`src/crf_pkg.sv`:
```
/*
  Constants, types and data-space offsets for the core register file.
  Assumes a single machine clock and a synchronous, active-high chip reset.
*/
package crf_pkg;
  localparam int CRF_PC_W = 12;
  localparam int CRF_DATA_W = 8;
  localparam int CRF_DEPTH = 6;
  localparam int CRF_LVL_W = 3;
  localparam logic [7:0] CRF_ADDR_PTR0 = 8'h80;
  localparam logic [7:0] CRF_ADDR_PTR1 = 8'h81;
  localparam logic [7:0] CRF_ADDR_SLOT0 = 8'h82;
  localparam logic [7:0] CRF_ADDR_SLOT1 = 8'h83;
  localparam logic [7:0] CRF_ADDR_ACC = 8'hff;
  localparam logic [7:0] CRF_BYTE_RST = 8'h00;
  localparam logic [11:0] CRF_RESET_VECTOR = 12'hffe;
  localparam logic [11:0] CRF_PC_ONE = 12'h001;
  localparam logic [2:0] CRF_LVL_FULL = 3'h6;
  localparam logic [2:0] CRF_LVL_EMPTY = 3'h0;
  typedef enum logic [2:0] {
    CRF_CTX_MAIN = 3'b001,
    CRF_CTX_IRQ = 3'b010,
    CRF_CTX_NMI = 3'b100
  } crf_ctx_t;
  typedef enum logic [2:0] {
    CRF_PC_SEQ = 3'h0,
    CRF_PC_JUMP = 3'h1,
    CRF_PC_BRANCH = 3'h2,
    CRF_PC_VECTOR = 3'h3,
    CRF_PC_EXIT = 3'h4,
    CRF_PC_HOLD = 3'h5
  } crf_pc_src_t;
endpackage

```
`src/crf_core_regs.sv`:
```
/*
  Programmer-visible core state: accumulator, pointers, short-direct bytes,
  program counter, three context flag pairs and the return stack.
  Assumes the sequencer issues at most one program-counter action per
  machine cycle and never reads and writes the same byte in one cycle.
*/
`timescale 1ns/1ns
`default_nettype none
module crf_core_regs
  import crf_pkg::*;
(
  input wire logic ref_clk,
  input wire logic reset,
  input wire logic data_wr,
  input wire logic [7:0] data_addr,
  input wire logic [CRF_DATA_W-1:0] data_wdata,
  output logic [CRF_DATA_W-1:0] data_rdata_r,
  output logic data_hit_r,
  input wire logic fetch_adv,
  input wire logic jump_ld,
  input wire logic call_ld,
  input wire logic [CRF_PC_W-1:0] target_addr,
  input wire logic branch_ld,
  input wire logic [CRF_PC_W-1:0] alu_sum,
  input wire logic irq_take,
  input wire logic nmi_take,
  input wire logic [CRF_PC_W-1:0] vector_addr,
  input wire logic sub_exit,
  input wire logic handler_exit,
  input wire logic carry_wr,
  input wire logic carry_in,
  input wire logic zero_wr,
  input wire logic zero_in,
  output logic [CRF_PC_W-1:0] program_counter_r,
  output logic [CRF_PC_W-1:0] alu_pc_r,
  output logic active_carry_r,
  output logic active_zero_r,
  output logic [2:0] context_r,
  output logic [CRF_LVL_W-1:0] stack_level_r,
  output logic [CRF_DATA_W-1:0] sum_holder_r
);
  import crf_pkg::*;

  logic [CRF_DATA_W-1:0] pointer_first_r;
  logic [CRF_DATA_W-1:0] pointer_second_r;
  logic [CRF_DATA_W-1:0] short_slot_first_r;
  logic [CRF_DATA_W-1:0] short_slot_second_r;
  logic normal_carry_r;
  logic normal_zero_r;
  logic interrupt_carry_r;
  logic interrupt_zero_r;
  logic nonmaskable_carry_r;
  logic nonmaskable_zero_r;
  crf_ctx_t ctx_r;
  crf_ctx_t ctx_nxt;
  crf_ctx_t saved_ctx_r;
  crf_ctx_t saved_ctx2_r;
  crf_pc_src_t pc_src;
  logic [CRF_PC_W-1:0] program_counter_nxt;
  logic stk_push;
  logic stk_pop;
  logic stk_empty;
  logic [CRF_PC_W-1:0] stk_top;
  logic [CRF_LVL_W-1:0] stk_level;
  logic [CRF_DATA_W-1:0] rdata_nxt;
  logic hit_nxt;

  function automatic logic is_mapped(input logic [7:0] a);
    is_mapped = (a == CRF_ADDR_ACC) || (a == CRF_ADDR_PTR0) || (a == CRF_ADDR_PTR1)
      || (a == CRF_ADDR_SLOT0) || (a == CRF_ADDR_SLOT1);
  endfunction

  function automatic logic wr_hit(input logic wr, input logic [7:0] a, input logic [7:0] t);
    wr_hit = wr && (a == t);
  endfunction

  // Data-space bytes; other addresses belong to other blocks
  always_ff @(posedge ref_clk) begin
    if (reset) begin
      sum_holder_r <= CRF_BYTE_RST;
    end else if (wr_hit(data_wr, data_addr, CRF_ADDR_ACC)) begin
      sum_holder_r <= data_wdata;
    end
  end

  always_ff @(posedge ref_clk) begin
    if (reset) begin
      pointer_first_r <= CRF_BYTE_RST;
      pointer_second_r <= CRF_BYTE_RST;
    end else begin
      if (wr_hit(data_wr, data_addr, CRF_ADDR_PTR0)) begin
        pointer_first_r <= data_wdata;
      end
      if (wr_hit(data_wr, data_addr, CRF_ADDR_PTR1)) begin
        pointer_second_r <= data_wdata;
      end
    end
  end

  // Bit operations arrive as read-modify-write byte writes
  always_ff @(posedge ref_clk) begin
    if (reset) begin
      short_slot_first_r <= CRF_BYTE_RST;
      short_slot_second_r <= CRF_BYTE_RST;
    end else begin
      if (wr_hit(data_wr, data_addr, CRF_ADDR_SLOT0)) begin
        short_slot_first_r <= data_wdata;
      end
      if (wr_hit(data_wr, data_addr, CRF_ADDR_SLOT1)) begin
        short_slot_second_r <= data_wdata;
      end
    end
  end

  always_comb begin
    unique case (data_addr)
      CRF_ADDR_ACC: rdata_nxt = sum_holder_r;
      CRF_ADDR_PTR0: rdata_nxt = pointer_first_r;
      CRF_ADDR_PTR1: rdata_nxt = pointer_second_r;
      CRF_ADDR_SLOT0: rdata_nxt = short_slot_first_r;
      CRF_ADDR_SLOT1: rdata_nxt = short_slot_second_r;
      default: rdata_nxt = CRF_BYTE_RST;
    endcase
    hit_nxt = is_mapped(data_addr);
  end

  always_ff @(posedge ref_clk) begin
    if (reset) begin
      data_rdata_r <= CRF_BYTE_RST;
      data_hit_r <= 1'b0;
    end else begin
      data_rdata_r <= rdata_nxt;
      data_hit_r <= hit_nxt;
    end
  end

  // Program counter source, highest priority first
  always_comb begin
    if (nmi_take || irq_take) begin
      pc_src = CRF_PC_VECTOR;
    end else if (jump_ld || call_ld) begin
      pc_src = CRF_PC_JUMP;
    end else if (branch_ld) begin
      pc_src = CRF_PC_BRANCH;
    end else if ((sub_exit || handler_exit) && !stk_empty) begin
      pc_src = CRF_PC_EXIT;
    end else if (fetch_adv || sub_exit || handler_exit) begin
      pc_src = CRF_PC_SEQ;
    end else begin
      pc_src = CRF_PC_HOLD;
    end
  end

  // Only twelve bits; bank switching lives in a separate register
  always_comb begin
    unique case (pc_src)
      CRF_PC_VECTOR: program_counter_nxt = vector_addr;
      CRF_PC_JUMP: program_counter_nxt = target_addr;
      CRF_PC_BRANCH: program_counter_nxt = alu_sum;
      CRF_PC_EXIT: program_counter_nxt = stk_top;
      CRF_PC_SEQ: program_counter_nxt = program_counter_r + CRF_PC_ONE;
      default: program_counter_nxt = program_counter_r;
    endcase
  end

  always_ff @(posedge ref_clk) begin
    if (reset) begin
      program_counter_r <= CRF_RESET_VECTOR;
    end else begin
      program_counter_r <= program_counter_nxt;
    end
  end

  // PC is offered to the ALU so branch sums share the adder
  always_ff @(posedge ref_clk) begin
    if (reset) begin
      alu_pc_r <= CRF_RESET_VECTOR;
    end else begin
      alu_pc_r <= program_counter_nxt;
    end
  end

  // Return address is the counter value already advanced by the caller
  assign stk_push = call_ld || irq_take || nmi_take;
  assign stk_pop = (sub_exit || handler_exit) && !stk_push;
  assign stk_empty = (stk_level == CRF_LVL_EMPTY);

  crf_ret_stack u_stack (
    .ref_clk(ref_clk),
    .reset(reset),
    .push(stk_push),
    .pop(stk_pop),
    .push_data(program_counter_r),
    .top_r(stk_top),
    .level_r(stk_level)
  );

  // Context tracking; two saved levels cover main, irq and nmi nesting
  always_comb begin
    ctx_nxt = ctx_r;
    if (nmi_take) begin
      ctx_nxt = CRF_CTX_NMI;
    end else if (irq_take) begin
      ctx_nxt = CRF_CTX_IRQ;
    end else if (handler_exit) begin
      ctx_nxt = saved_ctx_r;
    end
  end

  always_ff @(posedge ref_clk) begin
    if (reset) begin
      ctx_r <= CRF_CTX_NMI;
      saved_ctx_r <= CRF_CTX_MAIN;
      saved_ctx2_r <= CRF_CTX_MAIN;
    end else begin
      ctx_r <= ctx_nxt;
      if (nmi_take || irq_take) begin
        saved_ctx_r <= ctx_r;
        saved_ctx2_r <= saved_ctx_r;
      end else if (handler_exit) begin
        saved_ctx_r <= saved_ctx2_r;
        saved_ctx2_r <= CRF_CTX_MAIN;
      end
    end
  end

  // Pairs are only written in their own context; switching touches none
  always_ff @(posedge ref_clk) begin
    if (reset) begin
      normal_carry_r <= 1'b0;
      interrupt_carry_r <= 1'b0;
      nonmaskable_carry_r <= 1'b0;
    end else if (carry_wr) begin
      unique case (ctx_r)
        CRF_CTX_MAIN: normal_carry_r <= carry_in;
        CRF_CTX_IRQ: interrupt_carry_r <= carry_in;
        CRF_CTX_NMI: nonmaskable_carry_r <= carry_in;
        default: normal_carry_r <= normal_carry_r;
      endcase
    end
  end

  always_ff @(posedge ref_clk) begin
    if (reset) begin
      normal_zero_r <= 1'b0;
      interrupt_zero_r <= 1'b0;
      nonmaskable_zero_r <= 1'b0;
    end else if (zero_wr) begin
      unique case (ctx_r)
        CRF_CTX_MAIN: normal_zero_r <= zero_in;
        CRF_CTX_IRQ: interrupt_zero_r <= zero_in;
        CRF_CTX_NMI: nonmaskable_zero_r <= zero_in;
        default: normal_zero_r <= normal_zero_r;
      endcase
    end
  end

  // Visible flags follow the next context so outputs stay registered
  always_ff @(posedge ref_clk) begin
    if (reset) begin
      active_carry_r <= 1'b0;
      active_zero_r <= 1'b0;
      context_r <= CRF_CTX_NMI;
      stack_level_r <= CRF_LVL_EMPTY;
    end else begin
      unique case (ctx_nxt)
        CRF_CTX_MAIN: begin
          active_carry_r <= (carry_wr && ctx_r == CRF_CTX_MAIN) ? carry_in : normal_carry_r;
          active_zero_r <= (zero_wr && ctx_r == CRF_CTX_MAIN) ? zero_in : normal_zero_r;
        end
        CRF_CTX_IRQ: begin
          active_carry_r <= (carry_wr && ctx_r == CRF_CTX_IRQ) ? carry_in : interrupt_carry_r;
          active_zero_r <= (zero_wr && ctx_r == CRF_CTX_IRQ) ? zero_in : interrupt_zero_r;
        end
        default: begin
          active_carry_r <= (carry_wr && ctx_r == CRF_CTX_NMI) ? carry_in : nonmaskable_carry_r;
          active_zero_r <= (zero_wr && ctx_r == CRF_CTX_NMI) ? zero_in : nonmaskable_zero_r;
        end
      endcase
      context_r <= ctx_nxt;
      stack_level_r <= stk_push ? ((stk_level == CRF_LVL_FULL) ? stk_level : stk_level + 3'h1)
        : (stk_pop && !stk_empty) ? stk_level - 3'h1 : stk_level;
    end
  end

  a_acc_write: assert property (@(posedge ref_clk) disable iff (reset)
    data_wr && data_addr == CRF_ADDR_ACC |=> sum_holder_r == $past(data_wdata))
    else $error("accumulator write lost");
  a_acc_read: assert property (@(posedge ref_clk) disable iff (reset)
    !data_wr && data_addr == CRF_ADDR_ACC |=> data_rdata_r == sum_holder_r)
    else $error("accumulator read mismatch");
  a_ptr_read: assert property (@(posedge ref_clk) disable iff (reset)
    !data_wr && data_addr == CRF_ADDR_PTR1 |=> data_rdata_r == pointer_second_r)
    else $error("second pointer read mismatch");
  a_slot_write: assert property (@(posedge ref_clk) disable iff (reset)
    data_wr && data_addr == CRF_ADDR_SLOT0 |=> short_slot_first_r == $past(data_wdata))
    else $error("short slot write lost");
  a_slot_read: assert property (@(posedge ref_clk) disable iff (reset)
    !data_wr && data_addr == CRF_ADDR_SLOT1 |=> data_rdata_r == short_slot_second_r)
    else $error("second short slot read mismatch");
  a_pc_seq: assert property (@(posedge ref_clk) disable iff (reset)
    pc_src == CRF_PC_SEQ |=> program_counter_r == $past(program_counter_r) + CRF_PC_ONE)
    else $error("counter did not advance by one");
  a_pc_branch: assert property (@(posedge ref_clk) disable iff (reset)
    pc_src == CRF_PC_BRANCH |=> program_counter_r == $past(alu_sum))
    else $error("branch sum not loaded");
  a_pc_jump: assert property (@(posedge ref_clk) disable iff (reset)
    pc_src == CRF_PC_JUMP |=> program_counter_r == $past(target_addr))
    else $error("jump target not loaded");
  a_vector_load: assert property (@(posedge ref_clk) disable iff (reset)
    (nmi_take || irq_take) |=> program_counter_r == $past(vector_addr))
    else $error("interrupt vector not loaded");
  a_call_push: assert property (@(posedge ref_clk) disable iff (reset)
    call_ld && !nmi_take && !irq_take
    |=> program_counter_r == $past(target_addr) && stack_level_r != CRF_LVL_EMPTY)
    else $error("call did not load target and push");
  a_exit_pop: assert property (@(posedge ref_clk) disable iff (reset)
    pc_src == CRF_PC_EXIT |=> program_counter_r == $past(stk_top))
    else $error("return address not restored");
  a_exit_empty: assert property (@(posedge ref_clk) disable iff (reset)
    (sub_exit || handler_exit) && stk_empty && !stk_push && !jump_ld && !branch_ld
    |=> program_counter_r == $past(program_counter_r) + CRF_PC_ONE)
    else $error("exit on empty stack did not continue");
  a_reset_nmi: assert property (@(posedge ref_clk)
    reset |=> ctx_r == CRF_CTX_NMI && program_counter_r == CRF_RESET_VECTOR)
    else $error("reset did not select nmi context");
  a_switch_keep: assert property (@(posedge ref_clk) disable iff (reset)
    ctx_r != CRF_CTX_MAIN |=> normal_carry_r == $past(normal_carry_r))
    else $error("normal carry changed outside main");
  a_irq_pair_keep: assert property (@(posedge ref_clk) disable iff (reset)
    ctx_r != CRF_CTX_IRQ |=> interrupt_zero_r == $past(interrupt_zero_r))
    else $error("interrupt zero changed outside its context");
  a_nmi_pair_keep: assert property (@(posedge ref_clk) disable iff (reset)
    ctx_r != CRF_CTX_NMI |=> nonmaskable_carry_r == $past(nonmaskable_carry_r))
    else $error("nonmaskable carry changed outside its context");
  a_irq_ctx: assert property (@(posedge ref_clk) disable iff (reset)
    irq_take && !nmi_take |=> ctx_r == CRF_CTX_IRQ ##0 saved_ctx_r == $past(ctx_r))
    else $error("irq context not entered");
  a_nmi_ctx: assert property (@(posedge ref_clk) disable iff (reset)
    nmi_take |=> ctx_r == CRF_CTX_NMI && context_r == CRF_CTX_NMI)
    else $error("nmi context not entered");
  a_exit_ctx: assert property (@(posedge ref_clk) disable iff (reset)
    handler_exit && !irq_take && !nmi_take |=> ctx_r == $past(saved_ctx_r))
    else $error("previous context not restored");
  a_carry_write: assert property (@(posedge ref_clk) disable iff (reset)
    carry_wr && ctx_nxt == ctx_r |=> active_carry_r == $past(carry_in))
    else $error("active carry not written");
  a_zero_write: assert property (@(posedge ref_clk) disable iff (reset)
    zero_wr && ctx_nxt == ctx_r |=> active_zero_r == $past(zero_in))
    else $error("active zero not written");
endmodule
`default_nettype wire

```
`src/crf_ret_stack.sv`:
```
/*
  Six-level return-address stack with saturating push and pop.
  Assumes push and pop are never requested together.
*/
`timescale 1ns/1ns
`default_nettype none
module crf_ret_stack
  import crf_pkg::*;
(
  input wire logic ref_clk,
  input wire logic reset,
  input wire logic push,
  input wire logic pop,
  input wire logic [CRF_PC_W-1:0] push_data,
  output logic [CRF_PC_W-1:0] top_r,
  output logic [CRF_LVL_W-1:0] level_r
);
  import crf_pkg::*;
  logic [CRF_PC_W-1:0] ent_r [CRF_DEPTH];

  // Storage outside data space, no pointer exposed as an address
  always_ff @(posedge ref_clk) begin
    if (push) begin
      ent_r[0] <= push_data;
      for (int i = 1; i < CRF_DEPTH; i++) begin
        ent_r[i] <= ent_r[i-1];
      end
    end else if (pop) begin
      for (int i = 0; i < CRF_DEPTH-1; i++) begin
        ent_r[i] <= ent_r[i+1];
      end
    end
  end

  // Fill level only saturates; contents shift regardless
  always_ff @(posedge ref_clk) begin
    if (reset) begin
      level_r <= CRF_LVL_EMPTY;
    end else if (push && level_r != CRF_LVL_FULL) begin
      level_r <= level_r + 3'h1;
    end else if (pop && level_r != CRF_LVL_EMPTY) begin
      level_r <= level_r - 3'h1;
    end
  end

  assign top_r = ent_r[0];

  a_push_level: assert property (@(posedge ref_clk) disable iff (reset)
    push && level_r == CRF_LVL_FULL |=> level_r == CRF_LVL_FULL)
    else $error("stack level left saturation on push");
  a_pop_empty: assert property (@(posedge ref_clk) disable iff (reset)
    pop && !push && level_r == CRF_LVL_EMPTY |=> level_r == CRF_LVL_EMPTY)
    else $error("stack level moved below empty");
  a_push_top: assert property (@(posedge ref_clk) disable iff (reset)
    push |=> top_r == $past(push_data))
    else $error("pushed address not at first level");
endmodule
`default_nettype wire

```
`config.mk`:
```
export PLATFORM = sky130hd
export DESIGN_NAME = crf_core_regs
export DESIGN_NICKNAME = d
export VERILOG_FILES = /design/src/crf_pkg.sv /design/src/crf_core_regs.sv /design/src/crf_ret_stack.sv
export SDC_FILE = /design/constraint.sdc
export NUM_CORES = 1
export LEC_CHECK = 0
export BUFFER_PORTS_ARGS = -buffer_cell sky130_fd_sc_hd__buf_2
export CORE_MARGIN = 10
export CORE_UTILIZATION = 61
export CTS_CLUSTER_DIAMETER = 50
export CTS_CLUSTER_SIZE = 12
export DETAILED_ROUTE_END_ITERATION = 8
export PLACE_DENSITY_LB_ADDON = 0.15
export SLEW_MARGIN = 20
export SYNTH_ARGS = -nofsm -noshare
export SYNTH_HDL_FRONTEND = slang
export SYNTH_HIERARCHICAL = 1
export SYNTH_SLANG_ARGS = --single-unit
```
`constraint.sdc`:
```
create_clock -name ref_clk -period 5.12 [get_ports ref_clk]
set_input_delay 0.512 -clock ref_clk [delete_from_list [all_inputs] [get_ports ref_clk]]
set_output_delay 0.512 -clock ref_clk [all_outputs]
set_load 0.02 [all_outputs]
```
==> results.py <==
metrics = {
    "placement": {
        "place_hpwl_um": 13120,
        "dp.cells": 1018,
        "place_area_mm2": 0.007800,
        "dpl_worst_slack_ns": 1.519,
        "gp_congestion": 0.8670,
        "io_buffers": 115,
    },
    "yosys": {
        "yosysWarningCount": 6,
        "synth.avg_cell_area_um2": 8.981,
        "ys_seq_elements": 156,
        "ys_async_sr_fraction_pct": 0,
        "synth_ff_type": "dfxtp_1",
        "ys_seq_area_share_pct": 52.97,
        "syn-num-nets": 881,
        "syn_inst": 808,
        "synthDistinctLibCells": 63,
        "synth_area_mm2": 0.007257,
        "synth_edf_count": 72,
    },
    "floorplan": {
        "die_y_um": 129.1,
        "start_util_pct": 63.02,
        "io_pins": 116,
        "dieArea_mm2": 0.01666,
        "rows": 39,
        "core-area_mm2": 0.01152,
        "die_w_um": 129.1,
    },
    "cts": {
        "cts_resized": 0,
        "h-tree-depth": 4,
        "post_cts_buffers": 0,
        "cts_root_buffer": "clkbuf_16",
        "clock_sinks": 156,
        "cts_tree": "yes",
        "cts_buffers": 17,
        "path_clk_slew_ns": 0.06,
        "clk_path_buf_depth": 2,
        "ctsHoldBuffers": 0,
        "clk_latency_ns": 0.42,
    },
    "timing": {
        "clock.fmax_mhz": 310.8,
        "worstMarginPinSlew_ns": 0.9658,
        "fin_crit_sh_pct": 62.84,
        "hold_violations": 0,
        "rsz0062_at_grt": "false",
        "slew_headroom_pct": 35.55,
        "setup_tns_ns": 0,
        "setup_ws_ns": 1.903,
        "fin_crit_ns": 3.217,
        "finClkSkew_ns": 0.005619,
        "slew_violations": 0,
        "finalSetupViolations": 0,
    },
    "routing": {
        "wl_per_cell_um": 18.53,
        "drtIter0Drc": 768,
        "drc": 0,
        "firstDrtPassIters": 6,
        "via_per_inst": 6.073,
        "antenna_left": 0,
        "vias": 6377,
        "wirelength_um": 19450,
    },
    "power": {
        "pwr_density_cell_mw_per_mm2": 362.8,
        "total_power_mw": 3.043,
        "vdd_drop_max_mv": 0.2927,
        "cellLeakagePower_nw": 3.412,
    },
    "critical_path": {
        "cp-start-kind": "primary input",
        "path_max_fanout": 33,
        "cp_num_cells": 8,
        "critPathSlowestCell": "nor2b_4",
        "startpoint": "irq_take",
        "criticalPathCategory": "primary input to flip-flop",
        "critical_path.max_stage_delay_ns": 0.72,
        "reg2reg_setup_slack_ns": 2.67,
        "critPathTopFamily": "simple AND/OR/NAND/NOR gates",
        "path_cells": "buf_2 -> nor3_1 -> inv_1 -> nor2_1 -> nor2b_4 -> buf_4 -> nand2_1 -> nand2_1",
        "crit_top_cell": "nand2_1",
        "endpoint": "u_stack/ent_r[4][1]",
        "critPathCaptureType": "flip-flop",
        "worstRegToRegCells": 8,
        "r2r-end": "alu_pc_r[6]",
        "cp_num_buf_inv": 3,
        "critical_path_required_ns": 5.41,
        "r2r_start": "u_stack/level_r[0]",
        "cp.arrival_ns": 3.50,
    },
    "global_route": {
        "grt_max_degree": 68,
        "antenna_found_initial": 0,
        "grt_util_all_layers_pct": 22.87,
        "grt-ovfl-total": 0,
        "grt_pass1_wl_um": 30490,
        "grt_pass1_vias": 5978,
    },
    "finish": {
        "n_fill_cell": 861,
        "nets": 967,
        "n_antenna_cell": 0,
        "layoutNonFillerInstCount": 1050,
        "syn_to_final_growth_pct": 15.59,
        "fin_area_mm2": 0.008388,
        "drive_gt1_share_pct": 18.52,
    },
    "run_status": {
        "status": "finished clean",
    },
    "min_path": {
        "hold_path_class": "primary input to flip-flop",
    },
    "run": {
        "cap_viol_max_count": 0,
    },
}
## registers in the layout, summed over array words and instances (netlist names)
| register | cells |
|---|---|
| active_carry_r | 1 |
| active_zero_r | 1 |
| alu_pc_r | 12 |
| context_r | 3 |
| data_hit_r | 1 |
| data_rdata_r | 8 |
| interrupt_carry_r | 1 |
| interrupt_zero_r | 1 |
| nonmaskable_carry_r | 1 |
| nonmaskable_zero_r | 1 |
| normal_carry_r | 1 |
| normal_zero_r | 1 |
| pointer_first_r | 8 |
| pointer_second_r | 8 |
| saved_ctx2_r | 3 |
| saved_ctx_r | 3 |
| short_slot_first_r | 8 |
| short_slot_second_r | 8 |
| stack_level_r | 3 |
| sum_holder_r | 8 |
| u_stack/ent_r | 72 |
| u_stack/level_r | 3 |
## cells in the mapped netlist, types with 8 or more instances
cell type	n	area [um^2]
buf_4	12	90.09
inv_1	8	30.03
a21oi_1	59	295.3
nor2_1	33	123.9
edfxtp_1	72	2162
buf_2	18	90.09
dfxtp_1	84	1682
a222oi_1	8	80.08
o21ai_1	13	65.06
nor3_1	11	55.05
nand3_1	23	115.1
clkbuf_1	23	86.33
mux2i_1	17	170.2
a211oi_1	9	67.56
nand2_1	282	1059
or3_1	8	50.05
o21ai_0	10	50.05
## per-layer routing
| metal | global-route usage, % | part of all wire, % |
|---|---|---|
| met5 | 0 | 0 |
| met3 | 6.648 | 9.5 |
| met1 | 29.61 | 41 |
| met2 | 36.01 | 48 |
| met4 | 8.027 | 1.3 |
## how the worst min path moves through the flow
stage               slack (ns)                  end  depth (start not counted)                start
finish                    0.35         context_r[1]                          2             nmi_take
global route              0.35         context_r[1]                          2             nmi_take
CTS                       0.33         context_r[1]                          2             nmi_take
detailed placement        0.44  u_stack/ent_r[5][7]                          0  u_stack/ent_r[4][7]
global placement          0.44   pointer_first_r[2]                          2   pointer_first_r[2]
floorplan                 0.43  u_stack/ent_r[5][0]                          0  u_stack/ent_r[4][0]
## metrics by stage
stage | hold WS, ns | util (%)
final | 0.3478 | 72.84
after global routing | 0.3456 | 72.84
after CTS | 0.3291 | 72.79
after detailed placement | 0.4427 | 67.73
after global placement | 0.4352 | 67.73
after floorplan | 0.4262 | -
## layout make-up
| type | count | area [um^2] | area share [%] |
|---|---|---|---|
| Clock buffer | 20 | 436.7 | 5.206 |
| Sequential cell | 156 | 3844 | 45.82 |
| Clock inverter | 12 | 146.4 | 1.745 |
| Tap cell | 143 | 178.9 | 2.133 |
| Multi-Input combinational cell | 588 | 3120 | 37.20 |
| Timing Repair Buffer | 122 | 628.1 | 7.488 |
| Inverter | 9 | 33.78 | 0.4027 |
## kinds of logic (layout without fill, tap and decap cells)
group           after synthesis  count (layout)  synth area share (%)
fa+ha+maj                     6               6                 1.138
simple gates                403             403                 23.97
buf+inv                      64             163                 4.241
xor+xnor                     11              11                 1.328
mux                          27              27                 3.896
compound gates              141             141                 12.47
flops                       156             156                 52.97
## where the power goes
group | internal (mW) | switching (mW) | leakage [nW]
registers | 1.42 | 0.0764 | 1.39
logic | 0.116 | 0.189 | 1.74
clock network | 0.762 | 0.482 | 0.274
## placed cells by master, fill, tap and decap left out, types with 9 or more instances in the layout
cell         n
nand3_1     23
nor2_1      31
nor3_1      11
o21ai_0     10
buf_2      115
edfxtp_1    72
o21ai_1     13
a211oi_1     9
nand2_1    282
a21oi_1     59
mux2i_1     17
dfxtp_1     84
clkbuf_16   17
Note: power is estimated with default switching activity, not from simulation.
